**src/rtl/emp_pkg.sv**
```systemverilog
// Package: address map, bank layout and timing constants of the external memory port
package emp_pkg;
   localparam int NUM_BANKS = 4;
   localparam logic [31:0] ASYNC_B0_LO = 32'h0020_0000;
   localparam logic [31:0] ASYNC_B0_HI = 32'h007F_FFFF;
   localparam logic [31:0] ASYNC_B1_LO = 32'h0400_0000;
   localparam logic [31:0] ASYNC_B1_HI = 32'h047F_FFFF;
   localparam logic [31:0] ASYNC_B2_LO = 32'h0800_0000;
   localparam logic [31:0] ASYNC_B2_HI = 32'h087F_FFFF;
   localparam logic [31:0] ASYNC_B3_LO = 32'h0C00_0000;
   localparam logic [31:0] ASYNC_B3_HI = 32'h0C7F_FFFF;
   localparam logic [31:0] SDRAM_B0_LO = 32'h0020_0000;
   localparam logic [31:0] SDRAM_B0_HI = 32'h03FF_FFFF;
   localparam logic [31:0] SDRAM_B1_LO = 32'h0400_0000;
   localparam logic [31:0] SDRAM_B1_HI = 32'h07FF_FFFF;
   localparam logic [31:0] SDRAM_B2_LO = 32'h0800_0000;
   localparam logic [31:0] SDRAM_B2_HI = 32'h0BFF_FFFF;
   localparam logic [31:0] SDRAM_B3_LO = 32'h0C00_0000;
   localparam logic [31:0] SDRAM_B3_HI = 32'h0FFF_FFFF;
   localparam logic [31:0] FETCH_FULL_LO = 32'h0020_0000;
   localparam logic [31:0] FETCH_FULL_HI = 32'h005F_FFFF;
   localparam logic [31:0] FETCH_COMP_LO = 32'h0060_0000;
   localparam logic [31:0] FETCH_COMP_HI = 32'h00FF_FFFF;
   localparam int BANK_MSB = 27;
   localparam int BANK_LSB = 26;
   // Size code n selects 4 MB << n, codes 0..6 give 4 MB..256 MB
   localparam logic [2:0] SIZE_CODE_MAX = 3'h6;
   localparam logic [31:0] SIZE_4MB_WORDS = 32'h0010_0000;
   // Register offsets (byte addresses)
   localparam logic [11:0] REG_CTRL = 12'h000;
   localparam logic [11:0] REG_SDTIM = 12'h004;
   localparam logic [11:0] REG_STATUS = 12'h008;
   localparam logic [11:0] REG_ATIM0 = 12'h010;
   localparam logic [11:0] REG_ATIM_LAST = 12'h01C;
   localparam logic [11:0] REG_SDSIZE = 12'h020;
   // CTRL field layout
   localparam int CTRL_MODE_LSB = 0;
   localparam int CTRL_BUF_BIT = 4;
   localparam int CTRL_DMA_PRI_BIT = 5;
   localparam logic [31:0] CTRL_RESET = 32'h0000_0000;
   // Async timing: wait states [7:0], setup [11:8], hold [15:12]
   localparam logic [31:0] ATIM_RESET = 32'h0000_1103;
   // SDRAM timing: CAS latency [3:0], row precharge [7:4], row to column [11:8]
   localparam logic [31:0] SDTIM_RESET = 32'h0000_0323;
   localparam logic [31:0] SDSIZE_RESET = 32'h0000_6666;
   localparam logic [7:0] BUF_EXTRA_CYC = 8'h01;
   typedef enum logic [1:0] {REQ_READ, REQ_WRITE, REQ_FETCH} emp_kind_type;
endpackage : emp_pkg

```
**src/rtl/emp_bank_decode.sv**
```systemverilog
// Module: window decode of one external memory bank
`timescale 1ns/1ns
module emp_bank_decode
(
   input wire logic [31:0] addr_in,
   input wire logic [31:0] async_lo_in,
   input wire logic [31:0] async_hi_in,
   input wire logic [31:0] sdram_lo_in,
   input wire logic [2:0] size_code_in,
   input wire logic sdram_mode_in,
   output logic hit_out,
   output logic [31:0] offset_out
);
   import emp_pkg::*;
   logic [31:0] span;
   always_comb
   begin
      span = SIZE_4MB_WORDS << size_code_in;
      offset_out = addr_in - (sdram_mode_in ? sdram_lo_in : async_lo_in);
      // Windows are never compacted; the offset is the raw distance from the window base
      if (sdram_mode_in)
      begin
         hit_out = (addr_in >= sdram_lo_in) && (addr_in < sdram_lo_in + span);
      end
      else
      begin
         hit_out = (addr_in >= async_lo_in) && (addr_in <= async_hi_in);
      end
   end
endmodule : emp_bank_decode

```
**src/rtl/emp_port.sv**
```systemverilog
// Module: external memory port top, arbiter, decode, timing sequencer and APB registers
// Behaviour
// - Four banks, each configurable as async static memory or SDRAM.
// - Async windows: 6M words bank 0, 8M words banks 1 to 3.
// - Async decode ranges per bank as in the async address table.
// - SDRAM decode ranges per bank as in the SDRAM address table.
// - SDRAM addresses up to 62M words bank 0, 64M others.
// - Arbitrate core against DMA; one transfer at a time.
// - One select line per bank, four in all.
// - Async controller uses per-bank timing set of the accessed bank.
// - No remapping of partially populated windows; gaps stay gaps.
// - SDRAM bank size configurable from 4 MB to 256 MB.
// - SDRAM timing parameters are programmable.
// - SIMD access moves 64 bits for both processing elements.
// - Compressed and full-width instruction fetch supported.
// - Instruction fetch only from bank 0.
// - Full-width fetch and compressed fetch use their own bank 0 ranges.
// - Selectable external buffer timing mode adds a cycle per access.
// - Compressed fetch and SIMD apply to SDRAM banks only.
//
// The APB register port and the register offsets were decided locally.
`timescale 1ns/1ns
module emp_port
(
   input wire logic clk_in,
   input wire logic rst_in,
   // APB
   input wire logic psel_in,
   input wire logic penable_in,
   input wire logic pwrite_in,
   input wire logic [11:0] paddr_in,
   input wire logic [31:0] pwdata_in,
   output logic [31:0] prdata_out,
   output logic pready_out,
   output logic pslverr_out,
   // Core request
   input wire logic core_req_in,
   input wire logic [31:0] core_addr_in,
   input wire emp_pkg::emp_kind_type core_kind_in,
   input wire logic core_simd_in,
   input wire logic [63:0] core_wdata_in,
   output logic core_done_out,
   output logic core_err_out,
   // DMA request
   input wire logic dma_req_in,
   input wire logic [31:0] dma_addr_in,
   input wire logic dma_write_in,
   input wire logic [63:0] dma_wdata_in,
   output logic dma_done_out,
   output logic dma_err_out,
   output logic [63:0] rdata_out,
   output logic fetch_compressed_out,
   // Memory pins
   input wire logic [63:0] ext_port_data_bus_in,
   output logic [63:0] ext_port_data_bus_out,
   output logic ext_port_data_bus_oe_out,
   output logic [25:0] mem_addr_out,
   output logic [3:0] bank_select_lines_n_out,
   output logic mem_we_n_out,
   output logic mem_oe_n_out,
   output logic sdram_cmd_out
);
   import emp_pkg::*;

   // ****************
   // Registers
   // ****************
   logic [31:0] ctrl_q;
   logic [31:0] sdtim_q;
   logic [31:0] sdsize_q;
   logic [31:0] atim_q [NUM_BANKS];
   logic [63:0] pins_meta_q;
   logic [63:0] pins_sync_q;
   logic busy_q;
   logic [1:0] bank_q;
   logic owner_dma_q;
   logic last_dma_q;
   logic [7:0] count_q;
   logic [7:0] count_d;
   logic sd_mode_hit;
   logic [31:0] xfer_count_q;

   wire apb_acc = psel_in && penable_in;
   wire apb_wr = apb_acc && pwrite_in;
   wire [11:0] atim_idx_w = (paddr_in - REG_ATIM0) >> 2;
   wire atim_range = (paddr_in >= REG_ATIM0) && (paddr_in <= REG_ATIM_LAST);

   // Bank modes: one bit per bank, 1 = SDRAM
   wire [3:0] bank_sdram = ctrl_q[CTRL_MODE_LSB +: NUM_BANKS];

   always_ff @(posedge clk_in or posedge rst_in)
   begin
      if (rst_in)
      begin
         ctrl_q <= CTRL_RESET;
         sdtim_q <= SDTIM_RESET;
         sdsize_q <= SDSIZE_RESET;
      end
      else if (apb_wr)
      begin
         if (paddr_in == REG_CTRL)
         begin
            ctrl_q <= pwdata_in;
         end
         if (paddr_in == REG_SDTIM)
         begin
            sdtim_q <= pwdata_in;
         end
         if (paddr_in == REG_SDSIZE)
         begin
            sdsize_q <= pwdata_in;
         end
      end
   end

   always_ff @(posedge clk_in or posedge rst_in)
   begin
      if (rst_in)
      begin
         for (int i = 0; i < NUM_BANKS; i++)
         begin
            atim_q[i] <= ATIM_RESET;
         end
      end
      else if (apb_wr && atim_range)
      begin
         atim_q[atim_idx_w[1:0]] <= pwdata_in;
      end
   end

   // Zero wait-state slave; unmapped addresses answer with pslverr
   always_ff @(posedge clk_in or posedge rst_in)
   begin
      if (rst_in)
      begin
         prdata_out <= 32'h0000_0000;
         pready_out <= 1'b0;
         pslverr_out <= 1'b0;
      end
      else
      begin
         pready_out <= psel_in && !penable_in;
         pslverr_out <= 1'b0;
         prdata_out <= 32'h0000_0000;
         if (psel_in && !penable_in)
         begin
            if (paddr_in == REG_CTRL)
               prdata_out <= ctrl_q;
            else if (paddr_in == REG_SDTIM)
               prdata_out <= sdtim_q;
            else if (paddr_in == REG_SDSIZE)
               prdata_out <= sdsize_q;
            else if (paddr_in == REG_STATUS)
               prdata_out <= {xfer_count_q[28:0], owner_dma_q, bank_q[0], busy_q};
            else if (atim_range)
               prdata_out <= atim_q[atim_idx_w[1:0]];
            else
               pslverr_out <= 1'b1;
         end
      end
   end

   // ****************
   // Data pin synchroniser
   // ****************
   always_ff @(posedge clk_in or posedge rst_in)
   begin
      if (rst_in)
      begin
         pins_meta_q <= 64'h0000_0000_0000_0000;
         pins_sync_q <= 64'h0000_0000_0000_0000;
      end
      else
      begin
         pins_meta_q <= ext_port_data_bus_in;
         pins_sync_q <= pins_meta_q;
      end
   end

   // ****************
   // Arbitration and decode
   // ****************
   // Round robin when DMA priority bit clear, else DMA always wins
   wire pick_dma = dma_req_in && (!core_req_in || ctrl_q[CTRL_DMA_PRI_BIT] || !last_dma_q);
   wire [31:0] req_addr = pick_dma ? dma_addr_in : core_addr_in;
   wire req_fetch = !pick_dma && core_kind_in == REQ_FETCH;
   wire req_write = pick_dma ? dma_write_in : core_kind_in == REQ_WRITE;
   wire req_simd = !pick_dma && core_simd_in;
   wire [1:0] req_bank = req_addr[BANK_MSB:BANK_LSB];
   wire [31:0] lo_a [NUM_BANKS] = '{ASYNC_B0_LO, ASYNC_B1_LO, ASYNC_B2_LO, ASYNC_B3_LO};
   wire [31:0] hi_a [NUM_BANKS] = '{ASYNC_B0_HI, ASYNC_B1_HI, ASYNC_B2_HI, ASYNC_B3_HI};
   wire [31:0] lo_s [NUM_BANKS] = '{SDRAM_B0_LO, SDRAM_B1_LO, SDRAM_B2_LO, SDRAM_B3_LO};
   logic [3:0] hit;
   logic [31:0] offs [NUM_BANKS];

   for (genvar b = 0; b < NUM_BANKS; b++)
   begin : g_bank
      emp_bank_decode u_dec
      (
         .addr_in(req_addr),
         .async_lo_in(lo_a[b]),
         .async_hi_in(hi_a[b]),
         .sdram_lo_in(lo_s[b]),
         .size_code_in((sdsize_q[4*b +: 3] > SIZE_CODE_MAX) ? SIZE_CODE_MAX : sdsize_q[4*b +: 3]),
         .sdram_mode_in(bank_sdram[b]),
         .hit_out(hit[b]),
         .offset_out(offs[b])
      );
   end

   // SDRAM bank 0 cap of 62M words falls out of its window base
   assign sd_mode_hit = bank_sdram[req_bank];
   wire fetch_full = req_addr >= FETCH_FULL_LO && req_addr <= FETCH_FULL_HI;
   wire fetch_comp = req_addr >= FETCH_COMP_LO && req_addr <= FETCH_COMP_HI;
   // Fetch: bank 0 only, compressed range needs SDRAM
   wire fetch_ok = req_bank == 2'h0 && (fetch_full || (fetch_comp && sd_mode_hit));
   // SIMD needs an SDRAM bank
   wire req_ok = hit[req_bank] && (!req_fetch || fetch_ok) && (!req_simd || sd_mode_hit);
   wire req_any = core_req_in || dma_req_in;
   // A request is held until its done pulse is seen; taking it again in that cycle would run it twice
   wire done_shown = core_done_out || dma_done_out;
   wire start = !busy_q && req_any && !done_shown;

   // Access length: per-bank async timing or programmable SDRAM timing, plus buffer mode
   always_comb
   begin
      if (sd_mode_hit)
         count_d = {4'h0, sdtim_q[3:0]} + {4'h0, sdtim_q[7:4]} + {4'h0, sdtim_q[11:8]};
      else
         count_d = atim_q[req_bank][7:0] + {4'h0, atim_q[req_bank][11:8]} + {4'h0, atim_q[req_bank][15:12]};
      if (ctrl_q[CTRL_BUF_BIT])
         count_d = count_d + BUF_EXTRA_CYC;
   end

   // ****************
   // Transfer sequencer
   // ****************
   logic kind_write_q;
   logic sd_q;
   logic simd_q;
   always_ff @(posedge clk_in or posedge rst_in)
   begin
      if (rst_in)
      begin
         busy_q <= 1'b0;
         bank_q <= 2'h0;
         owner_dma_q <= 1'b0;
         last_dma_q <= 1'b0;
         count_q <= 8'h00;
         kind_write_q <= 1'b0;
         sd_q <= 1'b0;
         simd_q <= 1'b0;
         xfer_count_q <= 32'h0000_0000;
         bank_select_lines_n_out <= 4'hF;
         mem_addr_out <= 26'h000_0000;
         mem_we_n_out <= 1'b1;
         mem_oe_n_out <= 1'b1;
         sdram_cmd_out <= 1'b0;
         ext_port_data_bus_out <= 64'h0000_0000_0000_0000;
         ext_port_data_bus_oe_out <= 1'b0;
         fetch_compressed_out <= 1'b0;
      end
      else if (start && req_ok)
      begin
         busy_q <= 1'b1;
         bank_q <= req_bank;
         owner_dma_q <= pick_dma;
         last_dma_q <= pick_dma;
         count_q <= count_d;
         kind_write_q <= req_write;
         sd_q <= sd_mode_hit;
         simd_q <= req_simd;
         xfer_count_q <= xfer_count_q + 32'h0000_0001;
         bank_select_lines_n_out <= ~(4'h1 << req_bank);
         mem_addr_out <= offs[req_bank][25:0];
         mem_we_n_out <= !req_write;
         mem_oe_n_out <= req_write;
         sdram_cmd_out <= sd_mode_hit;
         // Upper lane carries the secondary element word only on core SIMD; DMA writes drive all 64 bits
         ext_port_data_bus_out <= pick_dma ? dma_wdata_in : (req_simd ? core_wdata_in : {32'h0, core_wdata_in[31:0]});
         ext_port_data_bus_oe_out <= req_write;
         fetch_compressed_out <= req_fetch && fetch_comp;
      end
      else if (busy_q)
      begin
         if (count_q == 8'h00)
         begin
            busy_q <= 1'b0;
            bank_select_lines_n_out <= 4'hF;
            mem_we_n_out <= 1'b1;
            mem_oe_n_out <= 1'b1;
            sdram_cmd_out <= 1'b0;
            ext_port_data_bus_oe_out <= 1'b0;
            // Compressed-fetch level ends with its transfer
            fetch_compressed_out <= 1'b0;
         end
         else
         begin
            count_q <= count_q - 8'h01;
         end
      end
   end

   // ****************
   // Completion
   // ****************
   // Completion pulses; a refused request finishes at once with an error
   always_ff @(posedge clk_in or posedge rst_in)
   begin
      if (rst_in)
      begin
         core_done_out <= 1'b0;
         dma_done_out <= 1'b0;
         core_err_out <= 1'b0;
         dma_err_out <= 1'b0;
         rdata_out <= 64'h0000_0000_0000_0000;
      end
      else
      begin
         core_done_out <= 1'b0;
         dma_done_out <= 1'b0;
         core_err_out <= 1'b0;
         dma_err_out <= 1'b0;
         if (start && !req_ok)
         begin
            core_done_out <= !pick_dma;
            dma_done_out <= pick_dma;
            core_err_out <= !pick_dma;
            dma_err_out <= pick_dma;
         end
         else if (busy_q && count_q == 8'h00)
         begin
            core_done_out <= !owner_dma_q;
            dma_done_out <= owner_dma_q;
            if (!kind_write_q)
               // Only a SIMD access on an SDRAM bank returns the secondary element word
               rdata_out <= (sd_q && simd_q) ? pins_sync_q : {32'h0, pins_sync_q[31:0]};
         end
      end
   end
endmodule : emp_port

```
**config.mk**
```make
export PLATFORM = sky130hd
export DESIGN_NAME = emp_port
export DESIGN_NICKNAME = d
export VERILOG_FILES = /design/src/rtl/emp_pkg.sv /design/src/rtl/emp_bank_decode.sv /design/src/rtl/emp_port.sv
export SDC_FILE = /design/constraint.sdc
export NUM_CORES = 1
export LEC_CHECK = 0
export BUFFER_PORTS_ARGS = -buffer_cell sky130_fd_sc_hd__buf_2
export CAP_MARGIN = 20
export CORE_UTILIZATION = 35
export CTS_CLUSTER_SIZE = 24
export DETAILED_ROUTE_END_ITERATION = 16
export PLACE_DENSITY = 0.53
export SLEW_MARGIN = 20
export SYNTH_ARGS = -nofsm -noshare
export SYNTH_HDL_FRONTEND = slang
export SYNTH_SLANG_ARGS = --single-unit
```
**constraint.sdc**
```tcl
create_clock -name clk_in -period 25.4 [get_ports clk_in]
set_input_delay 1.27 -clock clk_in [delete_from_list [all_inputs] [get_ports clk_in]]
set_output_delay 1.27 -clock clk_in [all_outputs]
set_load 0.01 [all_outputs]
```
==> metrics.md <==
| Metric | Value |
|---|---|
| Status | complete, no violations |
| Vias per cell | 5.27 |
| Post-synth top area share | 0.544 |
| Initial antenna violation count | 17 |
| Die Span X | 274 um |
| Clock-pin slew on the worst setup and hold paths | 0.06 ns |
| Hold Violations, Final | 0 |
| Type of origin of the critical path | primary input |
| CTS Buf Count | 69 |
| Seq/Total Area, Yosys | 0.580 |
| Fin crit share | 0.239 |
| Reg area | 15000 sq um |
| Final Max Slew Viols | 0 |
| Flops & latches, synth | 596 |
| Vias in the first global route | 20300 |
| Reg2Reg Depth | 15 |
| Hold crit path type | flip-flop to flip-flop |
| Hold-critical path depth | 0 |
| Skew final | 0.0161 ns |
| Setup Total Neg Slack | 0 ns |
| Via count | 19600 |
| Critical Path Sink Type | flip-flop |
| Tmin final | 6.07 ns |
| LEAKAGE | 15.5 nW |
| Total gr overflow | 0 |
| Area growth syn-to-layout | 22.6% |
| Synth unique cells | 64 |
| Share of cells above drive strength 1 | 0.347 |
| Detailed placer's ending HPWL | 56800 um |
| Post-Synthesis Cells | 2230 |
| Worst EP required | 25.87 ns |
| Core Area | 73000 sq um |
| Setup bufs post-CTS | 0 |
| Gr usage total | 0.221 |
| Synth Flop Type | dfrtp_1 |
| Ranking of synthesized cells by area | dfrtp_1 (54%), mux2_2 (9.5%), nand2_1 (6.1%) |
| Synthesized area | 25800 sq um |
| Slew @ Worst Pin | 1.10 ns |
| Routability cong. | 0.901 |
| I/O Buffers | 511 |
| Critical path class | primary input to flip-flop |
| Routed wire length | 83200 um |
| Antenna-violating nets left | 0 |
| Routed len/inst | 22.3 um |
| Synth area leader | dfrtp_1 |
| VDD IR max | 0.0459 mV |
| Cts-stage hold buffer count | 0 |
| CTS tree | yes |
| Pwr Total | 2.21 mW |
| Unrepaired setup endpoints after global routing | no |
| First-pass GRT wire length | 126000 um |
| Largest net degree at the start of global routing | 221 |
| Clock Latency Late Sink | 0.60 ns |
| # resized after CTS | 0 |
| Fmax | 165 MHz |
| Pwr/cell area | 69.8 nW/um^2 |
| Initial DRC Count | 1472 |
| Async SR Flop Fraction | 1.00 |
| CP max FO | 220 |
| Chip height | 274 um |
| Clock Tree Buf Depth | 3 |
| Htree depth | 3 |
| I/O Pins | 512 |
| FILL cells | 6951 |
| Rel. slew slack | 0.265 |
| Multi-input gate area | 10300 sq um |
| Starting Density | 0.354 |
| Post-synth EDFFs | 0 |
| CTS root buffer | clkbuf_16 |
| Syn avg cell area | 11.6 sq um |
| Sink Count | 596 |
| Pre-Repair DR Iteration Count | 7 |
| Final Util | 0.434 |
| # rows | 99 |
| Total Nets Final | 3076 |
| Synth warn | 0 |
| # setup viols final | 0 |
| DIE AREA | 74800 sq um |
| Arr. time, crit path | 6.54 ns |
| # DRC | 0 |
| Max-cap violations | 0 |
[worst max-delay path, stage by stage]
cell	delay [ns]
buf_2	0.10
nand3b_2	0.21
nand2_4	0.42
buf_4	0.69
mux2i_1	0.50
inv_1	0.22
ha_1	0.34
or3_1	0.36
a2111oi_0	0.47
o2111ai_1	0.15
o221ai_1	0.12
a31oi_1	0.14
nor3_4	0.28
buf_12	0.69
inv_1	0.23
a32o_1	0.27
[synth_stat cells, types with 4 or more instances]
library cell  number
dfrtp_1          561
nand2_1          419
mux2_2           217
nor2_1           124
nand3_1          100
a31oi_1           97
clkbuf_1          96
a21oi_1           54
ha_1              49
xnor2_1           38
dfstp_2           35
a22oi_1           32
mux4_2            32
a222oi_1          31
buf_2             30
inv_1             28
and3_1            27
nand4_1           21
nor3_1            21
o21ai_0           21
nor4_1            17
xor2_1            15
mux2_1            12
buf_1             11
nand2b_1          11
a211oi_1          10
fa_1              10
nand3b_1          10
and2_1             9
or3_1              9
a21o_1             8
mux2i_1            8
o211ai_1           8
or3b_2             7
nor4b_1            5
nor3b_1            4
[cell usage in the layout, fill, tap and decap left out, types with 15 or more instances in the layout]
master       n
a31oi_1     97
o21ai_0     21
nand3_1    100
dfstp_2     35
a222oi_1    31
xnor2_1     38
inv_1       27
clkbuf_8    17
clkbuf_16   72
nand4_1     21
nor2_1     116
ha_1        49
a21oi_1     54
nor4_1      17
xor2_1      15
dfrtp_1    561
clkbuf_1    22
a22oi_1     32
buf_4       29
and3_1      27
mux2_2     217
nor3_1      17
nand2_1    418
mux4_2      32
buf_2      511
[where the power goes]
group / total, mW / internal [mW] / leakage (nW) / switching (mW)
clock: 0.992 / 0.593 / 1.11 / 0.399
combinational: 0.207 / 0.0762 / 6.63 / 0.131
sequential: 1.01 / 0.990 / 7.77 / 0.0206
[final cells by class]
cell class | count | share of cell area
inverter | 28 | 0.00356
clock inverter | 13 | 0.00478
antenna | 9 | 0.000712
tap | 959 | 0.0379
timing repair buffer | 542 | 0.0887
multi-input combinational | 1469 | 0.325
clock buffer | 111 | 0.0669
sequential | 596 | 0.473
[per-stage QoR]
| step | instance area, sq um | setup WS, ns | std cells | hold slack [ns] |
|---|---|---|---|---|
| after floorplan | 25800 | 7.51 | 2231 | 0.331 |
| after global routing | 31600 | 18.89 | 3724 | 0.350 |
| after CTS | 31600 | 19.35 | 3718 | 0.344 |
| after detailed placement | 29300 | 18.76 | 3594 | 0.335 |
| after global placement | 29300 | 18.88 | 3594 | 0.331 |
| final | 31600 | 19.33 | 3727 | 0.343 |
[path summary, 6_finish.rpt]
path	slack, ns	end	startpoint
worst max-delay path	19.33	mem_addr_out[22]	core_req_in
worst min-delay path	0.34	pins_sync_q[43]	pins_meta_q[43]
worst max register to register	19.50	mem_addr_out[22]	last_dma_q
worst min register to register	0.34	pins_sync_q[43]	pins_meta_q[43]
max in group asynchronous	21.47	atim_q[109]	rst_in
min in group asynchronous	0.86	rdata_out[40]	rst_in
[layer usage]
metal / vias to the layer above / global-route usage / part of all wire
met5: - / 0 / 0.0013
met4: 18 / 0.0837 / 0.033
met3: 171 / 0.0483 / 0.061
met2: 639 / 0.379 / 0.50
met1: 9974 / 0.270 / 0.40
li1: 8847 / - / -
[registers in the layout (all words and copies together) (netlist names), 4 cells and up]
name	count
xfer_count_q	29
sdsize_q	32
atim_q	128
ext_port_data_bus_out	64
ctrl_q	32
rdata_out	64
pins_sync_q	64
sdtim_q	32
prdata_out	32
pins_meta_q	64
bank_select_lines_n_out	4
mem_addr_out	26
count_q	8
[cells by family after synthesis]
kind of cell | share of synthesized area
adders and majority gates | 0.0315
DFF | 0.580
muxes | 0.131
xor gates and xnor gates | 0.0180
and+or+nand+nor | 0.137
other | 0.000291
AOI/OAI and AO/OA | 0.0773
buffers and inverters | 0.0257
No activity file was read; power rests on OpenSTA's default activity.
